--- src/ltmc_pkg.sv ---
package ltmc_pkg;
  // =====================================================================
  // operating states, one-hot
  typedef enum logic [3:0] {
    LTMC_UNPOWERED = 4'h1,
    LTMC_STANDBY = 4'h2,
    LTMC_NORMAL = 4'h4,
    LTMC_SLEEP = 4'h8
  } ltmc_state_t;

  // =====================================================================
  // timing
  localparam int CLK_HZ = 25000000;
  localparam int T_ENABLE_US = 10;
  localparam int T_DISABLE_US = 10;
  localparam int T_WAKE_US = 30;
  localparam int T_LIN_WAKE_US = 50;
  localparam int T_TXD_TIMEOUT_US = 10000;
  localparam int CYC_ENABLE = (T_ENABLE_US * (CLK_HZ / 1000000) < 1) ? 1 :
    T_ENABLE_US * (CLK_HZ / 1000000);
  localparam int CYC_DISABLE = (T_DISABLE_US * (CLK_HZ / 1000000) < 1) ? 1 :
    T_DISABLE_US * (CLK_HZ / 1000000);
  localparam int CYC_WAKE = (T_WAKE_US * (CLK_HZ / 1000000) < 1) ? 1 :
    T_WAKE_US * (CLK_HZ / 1000000);
  localparam int CYC_LIN_WAKE = (T_LIN_WAKE_US * (CLK_HZ / 1000000) < 1) ? 1 :
    T_LIN_WAKE_US * (CLK_HZ / 1000000);
  localparam int CYC_TXD_TIMEOUT = T_TXD_TIMEOUT_US * (CLK_HZ / 1000000);
  localparam int FILT_W = 20;

  // =====================================================================
  // reset values
  localparam logic RST_PD_STRONG = 1'b0;
  localparam logic RST_RXD_LOW = 1'b0;
endpackage : ltmc_pkg

--- src/ltmc_sync.sv ---
`timescale 1ns/1ps
`default_nettype none
// =====================================================================
// two-flop synchroniser, one per input bit
module ltmc_sync #(
  parameter int WIDTH = 4
) (
  input wire logic clk_sys, // system clock
  input wire logic reset, // sync reset, active high
  input wire logic [WIDTH-1:0] d_in, // raw inputs
  output logic [WIDTH-1:0] d_out // synchronised inputs
);
  logic [WIDTH-1:0] meta_reg;

  // first stage feeds only the second stage
  always_ff @(posedge clk_sys) begin
    if (reset) begin
      meta_reg <= '0;
      d_out <= '0;
    end else begin
      meta_reg <= d_in;
      d_out <= meta_reg;
    end
  end
endmodule : ltmc_sync
`default_nettype wire

--- src/ltmc_filter.sv ---
`timescale 1ns/1ps
`default_nettype none
// =====================================================================
// counts cycles that a level has held; done once count is exceeded
module ltmc_filter #(
  parameter int W = 20
) (
  input wire logic clk_sys, // system clock
  input wire logic reset, // sync reset, active high
  input wire logic hold, // level being timed
  input wire logic [W-1:0] limit, // cycles to exceed
  output logic done // level held longer than limit
);
  logic [W-1:0] cnt_reg;

  // saturating counter so done stays up while the level holds
  always_ff @(posedge clk_sys) begin
    if (reset || !hold) begin
      cnt_reg <= '0;
    end else if (cnt_reg <= limit) begin
      cnt_reg <= cnt_reg + 1'b1;
    end
  end

  assign done = hold && (cnt_reg > limit);
endmodule : ltmc_filter
`default_nettype wire

--- src/ltmc_mode_ctrl.sv ---
// Operation
// - receive output low while bus dominant, released while recessive.
// - mode-select high requests normal; pulled low when undriven.
// - falling edge on local wake input triggers local wake; pulled high.
// - transmit input low means dominant, high recessive; pulled low.
// - transmit pull-down switches weak or strong to flag wake source.
// - regulator switch output connects battery to enable a regulator.
// - over-temperature disables the transmitter.
// - state chosen only from supply, mode-select, wake input, bus activity.
// - below power-up level, transmitter off, bus and regulator switch float.
// - unpowered state: weak transmit pull-down, receive output floating.
// - supply below power-up level forces unpowered from any state.
// - standby keeps transceiver off and drives regulator switch high.
// - standby connects the internal 30 kilohm bus pull-up.
// - standby after power-up: receive output floating, pull-down weak.
// - standby after wake-up from sleep pulls receive output low.
// - bus wake keeps pull-down weak; local wake makes it strong.
// - in standby, pin configuration ignores further wake activity.
// - bus signalling up to 20 kbit/s with reduced slew.
// - normal entered after mode-select high longer than enable filter.
// - sleep entered from normal after mode-select low past disable filter.
// - local wake needs fall then low for the wake filter time.
// - bus wake needs dominant past bus wake filter then rising edge.
`timescale 1ns/1ps
`default_nettype none
module ltmc_mode_ctrl #(
  parameter int CYC_TXD_TIMEOUT = ltmc_pkg::CYC_TXD_TIMEOUT
) (
  input wire logic clk_sys, // internal oscillator clock, 25 MHz
  input wire logic reset, // sync reset, active high
  input wire logic supply_ok, // supply above power-up level
  input wire logic supply_mon_ok, // supply above transmit monitor level
  input wire logic overtemp_cutoff, // junction over trigger level
  input wire logic mode_sel, // mode-select input, high = normal
  input wire logic txd_in, // transmit input, low = dominant
  input wire logic wake_in, // local wake input, falling edge active
  input wire logic lin_in, // bus level, low = dominant
  output logic lin_drive_dom, // drive bus dominant
  output logic lin_oe_n, // bus driver enable, low while driving
  output logic slew_limit, // reduced slew slope enable
  output logic bus_pullup_strong, // 30 kilohm pull-up connected
  output logic bus_pullup_weak, // weak current pull-up connected
  output logic rxd_out, // receive output data, always low
  output logic rxd_oe_n, // receive open-drain enable, low pulls low
  output logic txd_pd_strong, // transmit input pull-down strong
  output logic txd_pd_weak, // transmit input pull-down weak
  output logic regulator_switch_output, // switch high
  output logic regulator_switch_oe_n, // switch enable, low while driving
  output logic [3:0] state_out // current state, one-hot
);
  // =====================================================================
  // input synchronisation
  logic [3:0] sync_q;
  logic mode_s, txd_s, wake_s, lin_s, wake_d_reg, lin_d_reg;

  // idle-high pins pass inverted so the zero reset of the synchroniser reads as
  // idle, which keeps a false falling edge out of the wake and bus detectors
  ltmc_sync #(.WIDTH(4)) u_sync (
    .clk_sys(clk_sys),
    .reset(reset),
    .d_in({mode_sel, ~txd_in, ~wake_in, ~lin_in}),
    .d_out(sync_q)
  );
  assign mode_s = sync_q[3];
  assign txd_s = ~sync_q[2];
  assign wake_s = ~sync_q[1];
  assign lin_s = ~sync_q[0];

  // edge history of synchronised inputs
  always_ff @(posedge clk_sys) begin
    if (reset) begin
      wake_d_reg <= 1'b1;
      lin_d_reg <= 1'b1;
    end else begin
      wake_d_reg <= wake_s;
      lin_d_reg <= lin_s;
    end
  end

  // =====================================================================
  // state and filters
  ltmc_pkg::ltmc_state_t state_reg, state_next;
  logic en_done, dis_done, wake_low_done, lin_dom_done;
  logic wake_armed_reg, lin_armed_reg, local_wake, bus_wake, wake_window;

  ltmc_filter #(.W(ltmc_pkg::FILT_W)) u_en_filt (
    .clk_sys(clk_sys),
    .reset(reset),
    .hold(mode_s),
    .limit(ltmc_pkg::FILT_W'(ltmc_pkg::CYC_ENABLE)),
    .done(en_done)
  );
  ltmc_filter #(.W(ltmc_pkg::FILT_W)) u_dis_filt (
    .clk_sys(clk_sys),
    .reset(reset),
    .hold(!mode_s && state_reg == ltmc_pkg::LTMC_NORMAL),
    .limit(ltmc_pkg::FILT_W'(ltmc_pkg::CYC_DISABLE)),
    .done(dis_done)
  );
  ltmc_filter #(.W(ltmc_pkg::FILT_W)) u_wake_filt (
    .clk_sys(clk_sys),
    .reset(reset),
    .hold(wake_armed_reg && !wake_s),
    .limit(ltmc_pkg::FILT_W'(ltmc_pkg::CYC_WAKE)),
    .done(wake_low_done)
  );
  ltmc_filter #(.W(ltmc_pkg::FILT_W)) u_lin_filt (
    .clk_sys(clk_sys),
    .reset(reset),
    .hold(!lin_s),
    .limit(ltmc_pkg::FILT_W'(ltmc_pkg::CYC_LIN_WAKE)),
    .done(lin_dom_done)
  );

  // wake detection is live in sleep and while the disable filter runs
  assign wake_window = (state_reg == ltmc_pkg::LTMC_SLEEP) ||
    (state_reg == ltmc_pkg::LTMC_NORMAL && !mode_s);

  // arm local wake on a falling edge; a long-low level alone never wakes
  always_ff @(posedge clk_sys) begin
    if (reset || wake_s) begin
      wake_armed_reg <= 1'b0;
    end else if (wake_d_reg && !wake_s) begin
      wake_armed_reg <= 1'b1;
    end
  end

  // remember that the bus stayed dominant long enough
  always_ff @(posedge clk_sys) begin
    if (reset) begin
      lin_armed_reg <= 1'b0;
    end else if (lin_dom_done) begin
      lin_armed_reg <= 1'b1;
    end else if (lin_s) begin
      lin_armed_reg <= 1'b0;
    end
  end

  assign local_wake = wake_window && wake_low_done;
  assign bus_wake = wake_window && lin_armed_reg && lin_s && !lin_d_reg;

  // next-state logic
  always_comb begin
    state_next = state_reg;
    case (state_reg)
      ltmc_pkg::LTMC_UNPOWERED: begin
        if (supply_ok) begin
          state_next = ltmc_pkg::LTMC_STANDBY;
        end
      end
      ltmc_pkg::LTMC_STANDBY: begin
        if (en_done) begin
          state_next = ltmc_pkg::LTMC_NORMAL;
        end
      end
      ltmc_pkg::LTMC_NORMAL: begin
        if (local_wake || bus_wake) begin
          state_next = ltmc_pkg::LTMC_STANDBY;
        end else if (dis_done) begin
          state_next = ltmc_pkg::LTMC_SLEEP;
        end
      end
      ltmc_pkg::LTMC_SLEEP: begin
        if (en_done) begin
          state_next = ltmc_pkg::LTMC_NORMAL;
        end else if (local_wake || bus_wake) begin
          state_next = ltmc_pkg::LTMC_STANDBY;
        end
      end
      default: begin
        state_next = ltmc_pkg::LTMC_UNPOWERED;
      end
    endcase
    if (!supply_ok) begin
      state_next = ltmc_pkg::LTMC_UNPOWERED;
    end
  end

  // state register driven only by supply, mode, wake and bus
  always_ff @(posedge clk_sys) begin
    if (reset) begin
      state_reg <= ltmc_pkg::LTMC_UNPOWERED;
    end else begin
      state_reg <= state_next;
    end
  end

  // =====================================================================
  // wake source flags for standby pin configuration
  logic rxd_flag_reg, pd_strong_reg;

  always_ff @(posedge clk_sys) begin
    if (reset) begin
      rxd_flag_reg <= ltmc_pkg::RST_RXD_LOW;
      pd_strong_reg <= ltmc_pkg::RST_PD_STRONG;
    end else if (state_reg == ltmc_pkg::LTMC_UNPOWERED) begin
      rxd_flag_reg <= 1'b0;
      pd_strong_reg <= 1'b0;
    end else if (state_reg != ltmc_pkg::LTMC_STANDBY &&
                 state_next == ltmc_pkg::LTMC_STANDBY) begin
      rxd_flag_reg <= 1'b1;
      pd_strong_reg <= local_wake;
    end else if (state_reg == ltmc_pkg::LTMC_STANDBY && mode_s) begin
      // cleared as soon as mode-select rises, ahead of the enable filter
      rxd_flag_reg <= 1'b0;
      pd_strong_reg <= 1'b0;
    end
    // otherwise held in standby, ignoring wake activity
  end

  // =====================================================================
  // transmitter: dominant timeout and thermal lockout
  logic [23:0] txd_low_cnt_reg;
  logic tx_lock_reg, tx_allowed;

  // timeout protects the bus from a stuck-low transmit input
  always_ff @(posedge clk_sys) begin
    if (reset || txd_s) begin
      txd_low_cnt_reg <= '0;
    end else if (txd_low_cnt_reg <= 24'(CYC_TXD_TIMEOUT)) begin
      txd_low_cnt_reg <= txd_low_cnt_reg + 24'h1;
    end
  end

  // after over-temperature, wait for a recessive transmit level to avoid oscillation
  always_ff @(posedge clk_sys) begin
    if (reset) begin
      tx_lock_reg <= 1'b0;
    end else if (overtemp_cutoff) begin
      tx_lock_reg <= 1'b1;
    end else if (txd_s) begin
      tx_lock_reg <= 1'b0;
    end
  end

  // next state is used so the driver lets go at the very edge that leaves normal
  assign tx_allowed = (state_next == ltmc_pkg::LTMC_NORMAL) && !overtemp_cutoff &&
    !tx_lock_reg && supply_mon_ok;

  // =====================================================================
  // pin drives per state
  always_ff @(posedge clk_sys) begin
    if (reset) begin
      lin_drive_dom <= 1'b0;
      lin_oe_n <= 1'b1;
    end else begin
      lin_drive_dom <= 1'b0;
      lin_oe_n <= !(tx_allowed && !txd_s &&
        txd_low_cnt_reg <= 24'(CYC_TXD_TIMEOUT));
    end
  end

  assign slew_limit = 1'b1;
  assign rxd_out = 1'b0;
  // open drain mirrors the bus in normal, flags a wake in standby
  assign rxd_oe_n = (state_reg == ltmc_pkg::LTMC_NORMAL) ? lin_s :
    (state_reg == ltmc_pkg::LTMC_STANDBY) ? !rxd_flag_reg : 1'b1;
  assign txd_pd_strong = (state_reg == ltmc_pkg::LTMC_STANDBY) && pd_strong_reg;
  assign txd_pd_weak = !txd_pd_strong;
  assign bus_pullup_strong = state_reg == ltmc_pkg::LTMC_STANDBY ||
    state_reg == ltmc_pkg::LTMC_NORMAL;
  assign bus_pullup_weak = state_reg == ltmc_pkg::LTMC_SLEEP;
  assign regulator_switch_output = 1'b1;
  assign regulator_switch_oe_n = !(state_reg == ltmc_pkg::LTMC_STANDBY ||
    state_reg == ltmc_pkg::LTMC_NORMAL);
  assign state_out = state_reg;

  // =====================================================================
  // run lengths kept apart from the filters, so the checks do not lean on them
  logic [ltmc_pkg::FILT_W-1:0] mode_hi_run_reg, mode_lo_run_reg;
  logic [ltmc_pkg::FILT_W-1:0] wake_lo_run_reg, lin_lo_run_reg;

  // mode-select run lengths, saturating
  always_ff @(posedge clk_sys) begin
    if (reset || !mode_s) begin
      mode_hi_run_reg <= '0;
    end else if (!(&mode_hi_run_reg)) begin
      mode_hi_run_reg <= mode_hi_run_reg + 1'b1;
    end
    if (reset || mode_s) begin
      mode_lo_run_reg <= '0;
    end else if (!(&mode_lo_run_reg)) begin
      mode_lo_run_reg <= mode_lo_run_reg + 1'b1;
    end
  end

  // low run lengths of the wake pin and the bus, saturating
  always_ff @(posedge clk_sys) begin
    if (reset || wake_s) begin
      wake_lo_run_reg <= '0;
    end else if (!(&wake_lo_run_reg)) begin
      wake_lo_run_reg <= wake_lo_run_reg + 1'b1;
    end
    if (reset || lin_s) begin
      lin_lo_run_reg <= '0;
    end else if (!(&lin_lo_run_reg)) begin
      lin_lo_run_reg <= lin_lo_run_reg + 1'b1;
    end
  end

  // =====================================================================
  // checks
  unpowered_quiet_a: assert property (@(posedge clk_sys) disable iff (reset)
    state_reg == ltmc_pkg::LTMC_UNPOWERED |-> lin_oe_n && regulator_switch_oe_n && rxd_oe_n)
    else $error("unpowered state drives a pin");
  unpowered_pd_a: assert property (@(posedge clk_sys) disable iff (reset)
    state_reg == ltmc_pkg::LTMC_UNPOWERED |-> txd_pd_weak && !txd_pd_strong)
    else $error("unpowered pull-down not weak");
  supply_drop_a: assert property (@(posedge clk_sys) disable iff (reset)
    !supply_ok |=> state_reg == ltmc_pkg::LTMC_UNPOWERED)
    else $error("supply loss did not unpower");
  standby_reg_a: assert property (@(posedge clk_sys) disable iff (reset)
    state_reg == ltmc_pkg::LTMC_STANDBY |-> !regulator_switch_oe_n && lin_oe_n)
    else $error("standby pins wrong");
  powerup_cfg_a: assert property (@(posedge clk_sys) disable iff (reset)
    $past(state_reg) == ltmc_pkg::LTMC_UNPOWERED && state_reg == ltmc_pkg::LTMC_STANDBY
    |-> rxd_oe_n && !txd_pd_strong)
    else $error("power-up standby config wrong");
  wake_flag_a: assert property (@(posedge clk_sys) disable iff (reset)
    $past(state_reg) == ltmc_pkg::LTMC_SLEEP && state_reg == ltmc_pkg::LTMC_STANDBY
    |-> !rxd_oe_n)
    else $error("wake not flagged on receive output");
  standby_hold_a: assert property (@(posedge clk_sys) disable iff (reset)
    state_reg == ltmc_pkg::LTMC_STANDBY && $past(state_reg) == ltmc_pkg::LTMC_STANDBY &&
    !$past(mode_s) |-> $stable(txd_pd_strong) && $stable(rxd_oe_n))
    else $error("standby config changed");
  overtemp_off_a: assert property (@(posedge clk_sys) disable iff (reset)
    overtemp_cutoff |=> lin_oe_n)
    else $error("transmitter on during over-temperature");
  rx_follow_a: assert property (@(posedge clk_sys) disable iff (reset)
    state_reg == ltmc_pkg::LTMC_NORMAL |-> rxd_oe_n == lin_s)
    else $error("receive output does not follow bus");
  normal_entry_a: assert property (@(posedge clk_sys) disable iff (reset)
    state_reg != ltmc_pkg::LTMC_NORMAL && state_next == ltmc_pkg::LTMC_NORMAL |->
    mode_hi_run_reg > ltmc_pkg::FILT_W'(ltmc_pkg::CYC_ENABLE))
    else $error("normal entered before enable filter");
  sleep_entry_a: assert property (@(posedge clk_sys) disable iff (reset)
    state_reg == ltmc_pkg::LTMC_NORMAL && state_next == ltmc_pkg::LTMC_SLEEP |->
    mode_lo_run_reg > ltmc_pkg::FILT_W'(ltmc_pkg::CYC_DISABLE))
    else $error("sleep entered before disable filter");
  wake_entry_a: assert property (@(posedge clk_sys) disable iff (reset)
    (state_reg == ltmc_pkg::LTMC_SLEEP || state_reg == ltmc_pkg::LTMC_NORMAL) &&
    state_next == ltmc_pkg::LTMC_STANDBY |->
    wake_lo_run_reg > ltmc_pkg::FILT_W'(ltmc_pkg::CYC_WAKE) || (lin_s && !lin_d_reg &&
    lin_lo_run_reg > ltmc_pkg::FILT_W'(ltmc_pkg::CYC_LIN_WAKE)))
    else $error("wake accepted before its filter time");
  standby_pullup_a: assert property (@(posedge clk_sys) disable iff (reset)
    state_reg == ltmc_pkg::LTMC_STANDBY |-> bus_pullup_strong && !bus_pullup_weak)
    else $error("standby bus pull-up wrong");
  sleep_pins_a: assert property (@(posedge clk_sys) disable iff (reset)
    state_reg == ltmc_pkg::LTMC_SLEEP |-> regulator_switch_oe_n && lin_oe_n && bus_pullup_weak)
    else $error("sleep pins wrong");
  local_strong_a: assert property (@(posedge clk_sys) disable iff (reset)
    $past(state_reg) == ltmc_pkg::LTMC_SLEEP && state_reg == ltmc_pkg::LTMC_STANDBY &&
    $past(!lin_s || lin_d_reg) |-> txd_pd_strong)
    else $error("local wake left pull-down weak");
  bus_weak_a: assert property (@(posedge clk_sys) disable iff (reset)
    $past(state_reg) == ltmc_pkg::LTMC_SLEEP && state_reg == ltmc_pkg::LTMC_STANDBY &&
    $past(wake_s) |-> !txd_pd_strong)
    else $error("bus wake made pull-down strong");
endmodule : ltmc_mode_ctrl
`default_nettype wire

--- config.mk ---
export PLATFORM = sky130hd
export DESIGN_NAME = ltmc_mode_ctrl
export DESIGN_NICKNAME = d
export VERILOG_FILES = /design/src/ltmc_pkg.sv /design/src/ltmc_sync.sv /design/src/ltmc_filter.sv /design/src/ltmc_mode_ctrl.sv
export SDC_FILE = /design/constraint.sdc
export NUM_CORES = 1
export LEC_CHECK = 0
export BUFFER_PORTS_ARGS = -buffer_cell sky130_fd_sc_hd__buf_2
export CAP_MARGIN = 30
export CORE_MARGIN = 10
export CORE_UTILIZATION = 45
export DETAILED_ROUTE_END_ITERATION = 7
export SLEW_MARGIN = 20
export SYNTH_ARGS = -nofsm -noshare
export SYNTH_HDL_FRONTEND = slang
export SYNTH_SLANG_ARGS = --single-unit
--- constraint.sdc ---
create_clock -name clk_sys -period 2.45 [get_ports clk_sys]
set_input_delay 0.245 -clock clk_sys [delete_from_list [all_inputs] [get_ports clk_sys]]
set_output_delay 0.245 -clock clk_sys [all_outputs]
set_load 0.02 [all_outputs]
# After elaboration in Yosys (flattened, before gate mapping)
# Index checks and enable logic that the tools add are counted.
# word_totals
register_bits	124
inputBits	9
output_inout_bits	15
wordCells	102
# op_classes
add_sub_neg	5
order_cmp	9
eq_ne	9
muxes	16
bitwise	6
n_reduce_logical	41
# ops
operator	count
20-bit by 1-bit adder with 20-bit output (second input constant)	4
20-bit by 8-bit greater-than comparator with 1-bit output (second input constant)	2
20-bit by 8-bit <= comparator with 1-bit output (second input constant)	2
24-bit by 1-bit adder with 24-bit output (second input constant)	1
24-bit by 18-bit <= comparator with 1-bit output (second input constant)	1
4-bit 2-to-1 mux	6
20-bit by 10-bit greater-than comparator with 1-bit output (second input constant)	1
20-bit by 11-bit greater-than comparator with 1-bit output (second input constant)	1
20-bit by 10-bit <= comparator with 1-bit output (second input constant)	1
20-bit by 11-bit <= comparator with 1-bit output (second input constant)	1
1-bit logical AND	19
4-bit one-hot mux with 4 select lines	1
1-bit logical NOT	11
1-bit logical OR	9
1-bit 2-to-1 mux	9
4-bit by 2-bit == test with 1-bit output (second input constant)	2
4-bit by 3-bit == test with 1-bit output (second input constant)	2
1-bit inverter	6
4-bit by 1-bit == test with 1-bit output (second input constant)	1
4-bit == test (second input constant)	1
2-bit != test (second input constant)	2
4-bit by 2-bit != test with 1-bit output (second input constant)	1
2-bit nonzero test	1
2-bit OR reduction	1

# Longest topological paths before layout
# Gate-level depths: netlist (run 1).
# depth
depth_word	18
depth_mapped	10

# Modules after synthesis
# From an unflattened synthesis (run 1), not the netlist that was laid out.
# unflattened
cells_unflattened	978
hier_area_um2	8062.7
# by_module_without_submodules
mod	n_inst	cells_per_inst	area_per_inst_um2
ltmc_filter	4	189	1532.7
ltmc_mode_ctrl	1	206	1721.7
ltmc_sync	1	16	210.2

# Worst setup path after synthesis (run 1)
# No wires, ideal clock.
# synth_timing
path_kind	reg-to-reg
start	reg state_reg[1], in the netlist state_out[1]
end	reg pd_strong_reg
setup_ns	0.126
arrival_time_ns	2.188
path_slack_ns	0.136
path_stages_with_launch	9
path_buffers	2
path_cell_list	dfxtp_1 > clkbuf_1 > or2_2 > clkbuf_1 > nor2_1 > o21ai_0 > a311oi_1 > o211ai_1 > mux2i_1
# synth_lines
item	line_no	source
start, declared	ltmc_mode_ctrl.sv:82	ltmc_pkg::ltmc_state_t state_reg, state_next;
start signal, assigned	ltmc_mode_ctrl.sv:182	state_reg <= ltmc_pkg::LTMC_UNPOWERED;
start signal, assigned	ltmc_mode_ctrl.sv:184	state_reg <= state_next;
4-bit == test *	-	
net bus_pullup_weak	ltmc_mode_ctrl.sv:42	output logic bus_pullup_weak,
1-bit logical OR	ltmc_mode_ctrl.sv:116	assign wake_window = (state_reg == ltmc_pkg::LTMC_SLEEP) ||
1-bit logical AND (3 in series)	ltmc_mode_ctrl.sv:140	assign bus_wake = wake_window && lin_armed_reg && lin_s && !lin_d_reg;
1-bit logical OR	ltmc_mode_ctrl.sv:157, ltmc_mode_ctrl.sv:166	
4-bit 2-to-1 mux	ltmc_mode_ctrl.sv:166	end else if (local_wake || bus_wake) begin
4-bit 2-to-1 mux	ltmc_mode_ctrl.sv:164	if (en_done) begin
4-bit one-hot mux with 4 select lines	ltmc_mode_ctrl.sv:145	case (state_reg)
4-bit 2-to-1 mux	ltmc_mode_ctrl.sv:174	if (!supply_ok) begin
4-bit by 2-bit == test with 1-bit output	ltmc_mode_ctrl.sv:200	state_next == ltmc_pkg::LTMC_STANDBY) begin
1-bit logical AND	ltmc_mode_ctrl.sv:199	end else if (state_reg != ltmc_pkg::LTMC_STANDBY &&
1-bit 2-to-1 mux or 2-bit nonzero test (tied branches)	-	
end signal, assigned	ltmc_mode_ctrl.sv:195	pd_strong_reg <= ltmc_pkg::RST_PD_STRONG;
end signal, assigned	ltmc_mode_ctrl.sv:202	pd_strong_reg <= local_wake;
end, declared	ltmc_mode_ctrl.sv:190	logic rxd_flag_reg, pd_strong_reg;
# The timed path passes the listed nets; every way through them passes the cells marked *.
# A chain may end at the register's enable or synchronous reset.

# Worst setup path after layout (run 1)
# layout_timing
start	reg txd_low_cnt_reg[0]
end	reg txd_low_cnt_reg[15]
# layout_via
elab_chain_cells	1
# layout_lines
item	line_no	source
start, declared	ltmc_mode_ctrl.sv:213	logic [23:0] txd_low_cnt_reg;
start signal, assigned	ltmc_mode_ctrl.sv:221	txd_low_cnt_reg <= txd_low_cnt_reg + 24'h1;
24-bit by 1-bit adder with 24-bit output or 24-bit by 18-bit <= comparator with 1-bit output (tied branches)	ltmc_mode_ctrl.sv:221, ltmc_mode_ctrl.sv:220	
# Several ways; a longest one is shown, not always the timed one.

==> results, run 1 <==
- The number of global-route vias before repair is 3529.
- The number of nets in the final layout is 588.
- The clock network power share is 54.3%.
- At the pin with the least slew margin, the transition time is 0.717 ns.
- For this design the total switching power over the nets is 940 uW.
- The analysis attributes to cell leakage a power of 2.25 nW.
- Synthesis inferred 124 register bits.
- The power per cell area is 791 nW/um^2.
- The total congestion overflow after global routing is 0.
- The achievable clock frequency is 436 MHz.
- In the synthesized netlist the dominant register cell turns out to be sky130_fd_sc_hd__dfxtp_1.
- Counting instances in the post-synthesis netlist gives the leading cell types as sky130_fd_sc_hd__dfxtp_1, sky130_fd_sc_hd__nor2_1, sky130_fd_sc_hd__and2_1, sky130_fd_sc_hd__nand2_1, sky130_fd_sc_hd__xor2_1.
- The maximum number of pins on one net before global-route repair is 22.
- The area used by sequential logic in the layout is 2480 um^2.
- The final max-slew violation count is 0.
- For this run, the number of standard cells in the final layout without fillers is 721.
- For this block, the via count after detailed routing is 3600.
- In this run the cell area of the synthesized design comes to 4980 um^2.
- The global placer's final weighted congestion is 0.786.
- The initial antenna violation count is 0.
- Sequential elements use 49.8% of the synthesized area.
- The die covers 15700 um^2.
- The detailed-route wire length is 9120 um.
- The minimum setup slack after placement is 0.0813 ns.
- Including well taps, the total number of placed cells is 683.
- Measured along the x axis, the die boundary spans 125 um.
- The endpoint required time on the critical path is 2.83 ns.
- Setup total negative slack on the finished layout was measured at 0 ns.
- The tree is rooted in a sky130_fd_sc_hd__clkbuf_8.
- The worst hold path class is in2reg.
- Clock-pin slew was measured on the worst setup and hold paths at 0.06 ns.
- The headroom to the max-slew limit is 52.2%.
- In this run the tool buffered the top-level ports with 19 buffer cells.
- The total CTS buffers is 17.
- The detailed-route vias per instance is 4.99.
- The mean post-synth cell area is 9.24 um^2.
- The number of enable flip-flop cells after synthesis is 0.
- The starting density of the core is 45.9%.
- The clock reaches the later pin of the worst-skew pair after 0.52 ns.
- Setup repair after global routing left no endpoint under its margin.
- The critical path's largest stage delay is 0.35 ns.
- The layout cell share with drive strength beyond 1 is 11.9%.
- IR analysis of the VDD net gives a maximum drop of 0.568 mV.
- The worst path meets setup with 0.156 ns of slack.
- The clock sink count is 124.
- The worst register-to-register path has a setup slack of 0.16 ns.
- The synthesized instance count is 539.
- The post-detailed-route count of antenna-violating nets is 0.
- The internal portion of the total power is 3.71 mW.
- The detailed-route wire length per cell is 12.6 um.
- Setup violations remaining at the end of the flow were counted as 0.
- Net switching is 20.2% of the power.
- The cell with the largest stage delay on the worst path is sky130_fd_sc_hd__nor4_2.
- Subtracting the final worst setup slack from the clock period gives 2.29 ns.
- For this run, the total global-route usage over all layers was measured as 12.3%.
- The number of placement rows is 38.
- The worst setup path is launched from a flop.
- The number of cells traversed by the worst register-to-register path is 9.
- The number of library cell types mapped by synthesis is 54.
- The Yosys step of the flow raised 0 warnings.
- The number of remaining DRC errors is 0.
- The most frequently used cell type in the post-synthesis netlist is sky130_fd_sc_hd__dfxtp_1.
- TritonCTS built the clock tree.
- The register with the most flip-flops in the layout has 24 of them.
- The power share of the combinational group is 1.8%.
- Sorting the synthesized cells by area gives the leading types as sky130_fd_sc_hd__dfxtp_1, sky130_fd_sc_hd__and2_1, sky130_fd_sc_hd__nor2_1.
- The area used by multi-input combinational logic is 2340 um^2.
- The relative area change from synthesis to final layout is 18.1%.
- The floorplan step set the die height to 125 um.
- No sink is reached through more buffers than the 2 on the longest clock path.
- The antenna diode count is 0.
- The final clock period utilization by the worst path is 93.6%.
- The top-area cell type share of the netlist area is 49.8%.
- The number of maximum-capacitance constraint violations is 0.
- The critical path is of the reg2reg type.
- CTS built an H-tree with a depth of 4.
- Final hold analysis gives a worst-case slack of 0.0361 ns.
- The detailed router finished its first iteration with 214 violations.
- The first-pass detailed-route iteration total is 4.
- The arrival time of the worst setup path is 2.68 ns.
- The final hold violation count is 0.
- Detailed placement finished with a half-perimeter wire length of 6350 um.
- sky130_fd_sc_hd__dfxtp_1 takes more of the synthesized area than any other cell.
- The flow ran to the end, and the final reports show no timing, DRC or antenna violations.
- The async set-or-reset flop fraction in the synthesized netlist is 0%.
- The endpoint kind of the worst setup timing path is a flop.
- The sequential power share is 43.9%.
- The setup clock skew after layout is 0.00661 ns.
- Along the worst path, the maximum fanout reaches 13.
- The first global-routing pass estimated 16100 um of wire.
- The core footprint is 10800 um^2.
- For this design the top-level I/O count stands at 24.
- The critical path goes through inv_1 -> ha_1 -> or3b_1 -> a211o_1 -> a21oi_2 -> o21ai_4 -> nor4_2 -> xnor2_1 -> nor2_1.
- The cell count of the worst hold path is 4.
- The layout has 985 filler cells.
timing repair:
| action | 4_1_cts | 5_1_grt |
|---|---|---|
| hold endpoints to repair | 6 | 0 |
| gates resized for setup | 0 | 2 |
| setup buffers | 0 | 1 |
| endpoints found under the setup margin | 0 | 5 |
| hold buffers | 6 | 0 |
stage by stage:
step	util, %	instance area, um^2	total power, mW
final	54.3	5880	4.65
after global routing	54.3	5880	4.81
after CTS	54.1	5860	4.71
after detailed placement	47.9	5190	2.16
after global placement	47.9	5190	2.16
after floorplan	-	4990	2.15
critical path, delay by kind of cell, from the launching register on:
kind	cells	cell delay, ns
flip-flops	1	0.32
AND/OR/NAND/NOR	3	0.74
AO/OA/AOI/OAI	3	0.70
adder cells (fa/ha/maj)	1	0.14
buffers and inverters	1	0.09
XOR/XNOR	1	0.16
final cells by class:
type                            count  share of cell area (%)
Sequential cell                   124                    42.2
Multi-Input combinational cell    375                    39.7
Clock buffer                       21                    7.98
Timing Repair Buffer               32                    3.53
Tap cell                          140                    2.98
Clock inverter                     10                    2.36
Inverter                           19                    1.21
layout by cell type, fill, tap and decap left out, types with 3 or more instances in the layout:
cell type                       count
sky130_fd_sc_hd__clkbuf_16         16
sky130_fd_sc_hd__nand2_1           32
sky130_fd_sc_hd__clkinvlp_4         4
sky130_fd_sc_hd__nor3_1             9
sky130_fd_sc_hd__nor2b_1            9
sky130_fd_sc_hd__nor4_2             4
sky130_fd_sc_hd__a211oi_1           7
sky130_fd_sc_hd__ha_1              10
sky130_fd_sc_hd__dlygate4sd3_1      6
sky130_fd_sc_hd__o211ai_1           3
sky130_fd_sc_hd__or4_1              4
sky130_fd_sc_hd__a21oi_1           12
sky130_fd_sc_hd__nor4_1             7
sky130_fd_sc_hd__inv_1             19
sky130_fd_sc_hd__and2_1            54
sky130_fd_sc_hd__bufinv_16          3
sky130_fd_sc_hd__nand4_1            9
sky130_fd_sc_hd__xnor2_1           20
sky130_fd_sc_hd__and4_1             5
sky130_fd_sc_hd__nand2b_1           3
sky130_fd_sc_hd__xor2_1            21
sky130_fd_sc_hd__a31oi_1            5
sky130_fd_sc_hd__dfxtp_1          124
sky130_fd_sc_hd__nand3_1           17
sky130_fd_sc_hd__and3_1            16
sky130_fd_sc_hd__buf_2             19
sky130_fd_sc_hd__conb_1             4
sky130_fd_sc_hd__or2_2              3
sky130_fd_sc_hd__buf_4              7
sky130_fd_sc_hd__o21ai_0           11
sky130_fd_sc_hd__clkbuf_8           5
sky130_fd_sc_hd__or3_1              7
sky130_fd_sc_hd__nor2_1            75
per-layer routing:
layer	global-route usage, %	vias up	wire, um
li1	-	1872	-
met1	14.5	1671	4380
met2	18.8	40	4250
met3	4.86	17	330
met4	6.78	0	163
met5	0	-	0
power by group through the flow:
| stage | sequential [mW] | combinational [mW] | clock, mW |
|---|---|---|---|
| 2_1_floorplan | 2.08 | 0.0605 | 0 |
| 3_3_place_gp | 2.09 | 0.0744 | 0 |
| 3_5_place_dp | 2.09 | 0.0757 | 0 |
| 4_1_cts | 2.04 | 0.0834 | 2.58 |
| 5_1_grt | 2.05 | 0.0931 | 2.67 |
| 6_report | 2.04 | 0.0828 | 2.53 |
cells by family after synthesis:
logic type	count (synthesis)	share of synthesized area [%]
AND/OR/NAND/NOR	262	28.3
XOR/XNOR	41	7.21
AO/OA/AOI/OAI	56	7.92
flip-flops	124	49.8
other	2	0.151
adder cells (fa/ha/maj)	10	2.51
multiplexers	2	0.402
buffers and inverters	42	3.62
path summary, 6_finish.rpt:
kind,startpoint,end
max,txd_low_cnt_reg[0],txd_low_cnt_reg[15]
min,supply_mon_ok,lin_oe_n
max reg2reg,txd_low_cnt_reg[0],txd_low_cnt_reg[15]
min reg2reg,wake_d_reg,wake_armed_reg
(Power assumes the default switching activity.)
==> run 2, diff against run 1 <==
--- a/config.mk
+++ b/config.mk
@@ -5,6 +5,7 @@
 export SDC_FILE = /design/constraint.sdc
 export NUM_CORES = 1
 export LEC_CHECK = 0
+export ABC_AREA = 1
 export BUFFER_PORTS_ARGS = -buffer_cell sky130_fd_sc_hd__buf_2
 export CAP_MARGIN = 30
 export CORE_MARGIN = 10
==> run 2 against run 1 <==
  * Worst setup slack improved by 0.41 ns
  * Total power rose by 1.3%
  * Register-to-register slack improved by 0.41 ns
  * Die area rose by 8.8%
  * Sequential share of layout area shrank 3.0 points
  * Utilization decreased by 1.5 points
  * Non-clock buffer count decreased by 8
  * Critical path type unchanged
==> results, run 2 <==
- Run status: complete, no violations (unchanged).
- The cell count of the worst hold path is 3 (was 4).
- The detailed-route wire length per cell is 11.1 um (was 12.6 um).
- The number of H-tree levels is 4 (unchanged).
- The register clock-pin slew on the reported worst setup and hold paths was 0.05 ns (was 0.06 ns).
- The post-synthesis sequential element count is 124 (unchanged).
- The arrival time of the worst setup path was 2.18 ns (was 2.68 ns).
- The endpoint kind of the worst setup timing path was a flop (unchanged).
- The total congestion overflow after global routing is 0 (unchanged).
- The count of pins on the block boundary is 24 (unchanged).
- The layout cell share with drive strength beyond 1 was 17.1% (was 11.9%).
- Setup repair after global routing missed its margin: false (unchanged).
- The final-layout worst hold slack came to 0.0355 ns (was 0.0361 ns).
- The post-detailed-route count of antenna-violating nets is 0 (unchanged).
- The number of design-rule violations left by the first detailed-router iteration came to 219 (was 214).
- The total number of yosys warnings is 0 (unchanged).
- The number of placement rows is 40 (was 38).
- The latest clock arrival within the worst-skew pair is 0.41 ns (was 0.52 ns).
- The number of enable flip-flop cells after synthesis is 0 (unchanged).
- The clock sink count is 124 (unchanged).
- The number of maximum-capacitance constraint violations came to 0 (unchanged).
- The post-placement cell count is 884 (was 683).
- The wire length of the first global-routing pass is 17800 um (was 16100 um).
- The number of remaining DRC errors is 0 (unchanged).
- The maximum number of pins on one net before global-route repair is 20 (was 22).
- The estimated wirelength of the detail-placed design is 7500 um (was 6350 um).
- The cell at the root of the clock tree is sky130_fd_sc_hd__clkbuf_16 (was sky130_fd_sc_hd__clkbuf_8).
- The endpoint required time on the critical path is 2.74 ns (was 2.83 ns).
- The initial antenna violation count is 0 (unchanged).
- The TritonCTS clock tree is done (unchanged).
- The detailed-route wire length came to 10200 um (was 9120 um).
- The achievable clock frequency is 530 MHz (was 436 MHz).
- The power per cell area is 744 nW/um^2 (was 791 nW/um^2).
- The cell with the largest stage delay on the worst path is sky130_fd_sc_hd__dfxtp_1 (was sky130_fd_sc_hd__nor4_2).
- The number of cells traversed by the worst register-to-register path is 9 (unchanged).
- The total of buffers placed on input and output ports is 19 (unchanged).
- The headroom to the max-slew limit was 59.9% (was 52.2%).
- The post-synthesis sequential area ratio is 45.1% (was 49.8%).
- The width of the die is 131 um (was 125 um).
- The final max-slew violation count is 0 (unchanged).
- The most frequently used cell type in the post-synthesis netlist is sky130_fd_sc_hd__nor2_1 (was sky130_fd_sc_hd__dfxtp_1).
- The transition time at the pin with the least slew margin is 0.600 ns (was 0.717 ns).
- The number of global-route vias before repair is 4011 (was 3529).
- The critical path start-end classification is reg2reg (unchanged).
- The flip-flop cell with the highest count after synthesis is sky130_fd_sc_hd__dfxtp_1 (unchanged).
- The dominant cell type by area after synthesis is sky130_fd_sc_hd__dfxtp_1 (unchanged).
- The setup clock skew after layout was 0.00655 ns (was 0.00661 ns).
- The die area is 17000 um^2 (was 15700 um^2).
- The first-pass detailed-route iteration total is 4 (unchanged).
- The number of flip-flops in the largest register is 24 (unchanged).
- The total CTS buffers is 17 (unchanged).
- The category of the worst setup path launch point is a flop (unchanged).
- The leakage power total is 2.28 nW (was 2.25 nW).
- The clock tree buffer depth is 2 (unchanged).
- The synthesized instance count was 730 (was 539).
- The hold-fix buffer count after cts is 3 (was 6).
- The detailed-route vias per instance is 4.72 (was 4.99).
- The post-synthesis cell area came to 5500 um^2 (was 4980 um^2).
- The post-CTS resize count is 0 (unchanged).
- The final clock period utilization by the worst path is 77.0% (was 93.6%).
- The total global routing track utilization is 12.9% (was 12.3%).
- The mean post-synth cell area is 7.54 um^2 (was 9.24 um^2).
- The worst ir drop on vdd is 0.408 mV (was 0.568 mV).
- The global placer's final weighted congestion came to 0.909 (was 0.786).
- Critical path, cell by cell: inv_1 -> ha_1 -> nand4_1 -> nor4_1 -> nand3_1 -> nand2_2 -> inv_4 -> o21ai_0 -> a21oi_1 (was inv_1 -> ha_1 -> or3b_1 -> a211o_1 -> a21oi_2 -> o21ai_4 -> nor4_2 -> xnor2_1 -> nor2_1).
- The setup-violating endpoint count in the final report is 0 (unchanged).
- The number of setup buffers added after CTS is 0 (unchanged).
- Commonest cells in the synthesized netlist: sky130_fd_sc_hd__nor2_1, sky130_fd_sc_hd__dfxtp_1, sky130_fd_sc_hd__inv_1, sky130_fd_sc_hd__nand2_1, sky130_fd_sc_hd__a21oi_1 (was sky130_fd_sc_hd__dfxtp_1, sky130_fd_sc_hd__nor2_1, sky130_fd_sc_hd__and2_1, sky130_fd_sc_hd__nand2_1, sky130_fd_sc_hd__xor2_1).
- The total power after layout is 4.71 mW (was 4.65 mW).
- Largest cells by area after synthesis: sky130_fd_sc_hd__dfxtp_1, sky130_fd_sc_hd__nor2_1, sky130_fd_sc_hd__inv_1 (was sky130_fd_sc_hd__dfxtp_1, sky130_fd_sc_hd__and2_1, sky130_fd_sc_hd__nor2_1).
- The async set-or-reset flop fraction in the synthesized netlist is 0% (unchanged).
- The number of nets in the final layout is 778 (was 588).
- The final hold violation count is 0 (unchanged).
- Most frequent cells in the layout: sky130_fd_sc_hd__nor2_1, sky130_fd_sc_hd__dfxtp_1, sky130_fd_sc_hd__inv_1 (was sky130_fd_sc_hd__dfxtp_1, sky130_fd_sc_hd__nor2_1, sky130_fd_sc_hd__and2_1).
- The post-route setup TNS was 0 ns (unchanged).
- The critical path's largest stage delay is 0.31 ns (was 0.35 ns).
- The relative area change from synthesis to final layout came to 15.2% (was 18.1%).
- The antenna diode count is 0 (unchanged).
- The worst hold path class is in2reg (unchanged).
- The final critical path time including I/O delays and setup was 1.89 ns (was 2.29 ns).
- The top-area cell type share of the netlist area is 45.1% (was 49.8%).
- The number of library cell types mapped by synthesis came to 46 (was 54).
- The final cell count without fillers is 917 (was 721).
- The die outline height is 131 um (was 125 um).
- The share of the core filled with cells in the final layout is 52.8% (was 54.3%).
- The peak fanout along the critical path is 18 (was 13).
- The core footprint is 12000 um^2 (was 10800 um^2).
- The commonest non-fill, non-tap cell in the layout is sky130_fd_sc_hd__nor2_1 (was sky130_fd_sc_hd__dfxtp_1).
- The via total after detailed routing is 4324 (was 3600).
- The starting density of the core came to 45.8% (was 45.9%).
-- run 2: cell types whose count changed after synthesis, sizes merged, moves of 10 or more --
cell,delta
and3,-16
nor2,+60
and2,-54
nand3,+20
xor2,-10
xnor2,-17
inv,+114
o21ai,+20
a21oi,+41
nand2,+88
-- run 2: metrics by stage --
stage	cell area [um^2]	worst slack [ns]
2_1_floorplan	5510	0.884
3_3_place_gp	5690	0.677
3_5_place_dp	5690	0.596
4_1_cts	6340	0.559
5_1_grt	6340	0.286
6_report	6340	0.563
-- run 2: routing by layer --
metal	GRT usage, %	vias up	wire [um]
met1	15.4	1929	4890
met5	0	-	0
met4	6.47	0	197
li1	-	2321	-
met2	20.8	56	4770
met3	3.87	18	365
-- run 2: final timing paths --
| check | start | end | slack (ns) |
|---|---|---|---|
| setup / recovery | txd_low_cnt_reg[1] | txd_low_cnt_reg[0] | 0.56 |
| hold / removal | mode_sel | u_sync.meta_reg[3] | 0.04 |
| setup reg to reg | txd_low_cnt_reg[1] | txd_low_cnt_reg[0] | 0.56 |
| hold reg to reg | u_sync.meta_reg[2] | u_sync.d_out[2] | 0.40 |
-- run 2: report_power, final --
group | internal, mW | switching (mW) | total, mW
combinational | 0.0257 | 0.0532 | 0.0789
clock | 1.77 | 0.828 | 2.59
sequential | 2.03 | 0.00890 | 2.04
total | 3.82 | 0.890 | 4.71
-- run 2: area by class of cell --
| type | instances | area [um^2] |
|---|---|---|
| clock buffer | 23 | 478 |
| clock inverter | 7 | 138 |
| fill | 1177 | 5680 |
| inverter | 136 | 514 |
| multi-input combinational | 456 | 2400 |
| sequential | 124 | 2480 |
| tap | 147 | 184 |
| timing repair buffer | 24 | 140 |
-- run 2: worst max-delay path: cells and delay by family (launching register included) --
kind	cells	cell delay, ns
flip-flops	1	0.31
adder cells (fa/ha/maj)	1	0.18
buffers and inverters	2	0.30
AO/OA/AOI/OAI	2	0.27
AND/OR/NAND/NOR	4	0.69
-- run 2: cells by family (layout without fill, tap and decap cells) --
logic type / count (synthesis) / after routing / synth area share [%]
DFF: 124 / 124 / 45.1
adders and majority gates: 10 / 10 / 2.27
buffers and inverters: 152 / 190 / 11.4
xor gates and xnor gates: 14 / 14 / 2.23
AOI/OAI and AO/OA: 92 / 92 / 9.69
and+or+nand+nor: 336 / 336 / 29.2
other: 2 / 4 / 0.137
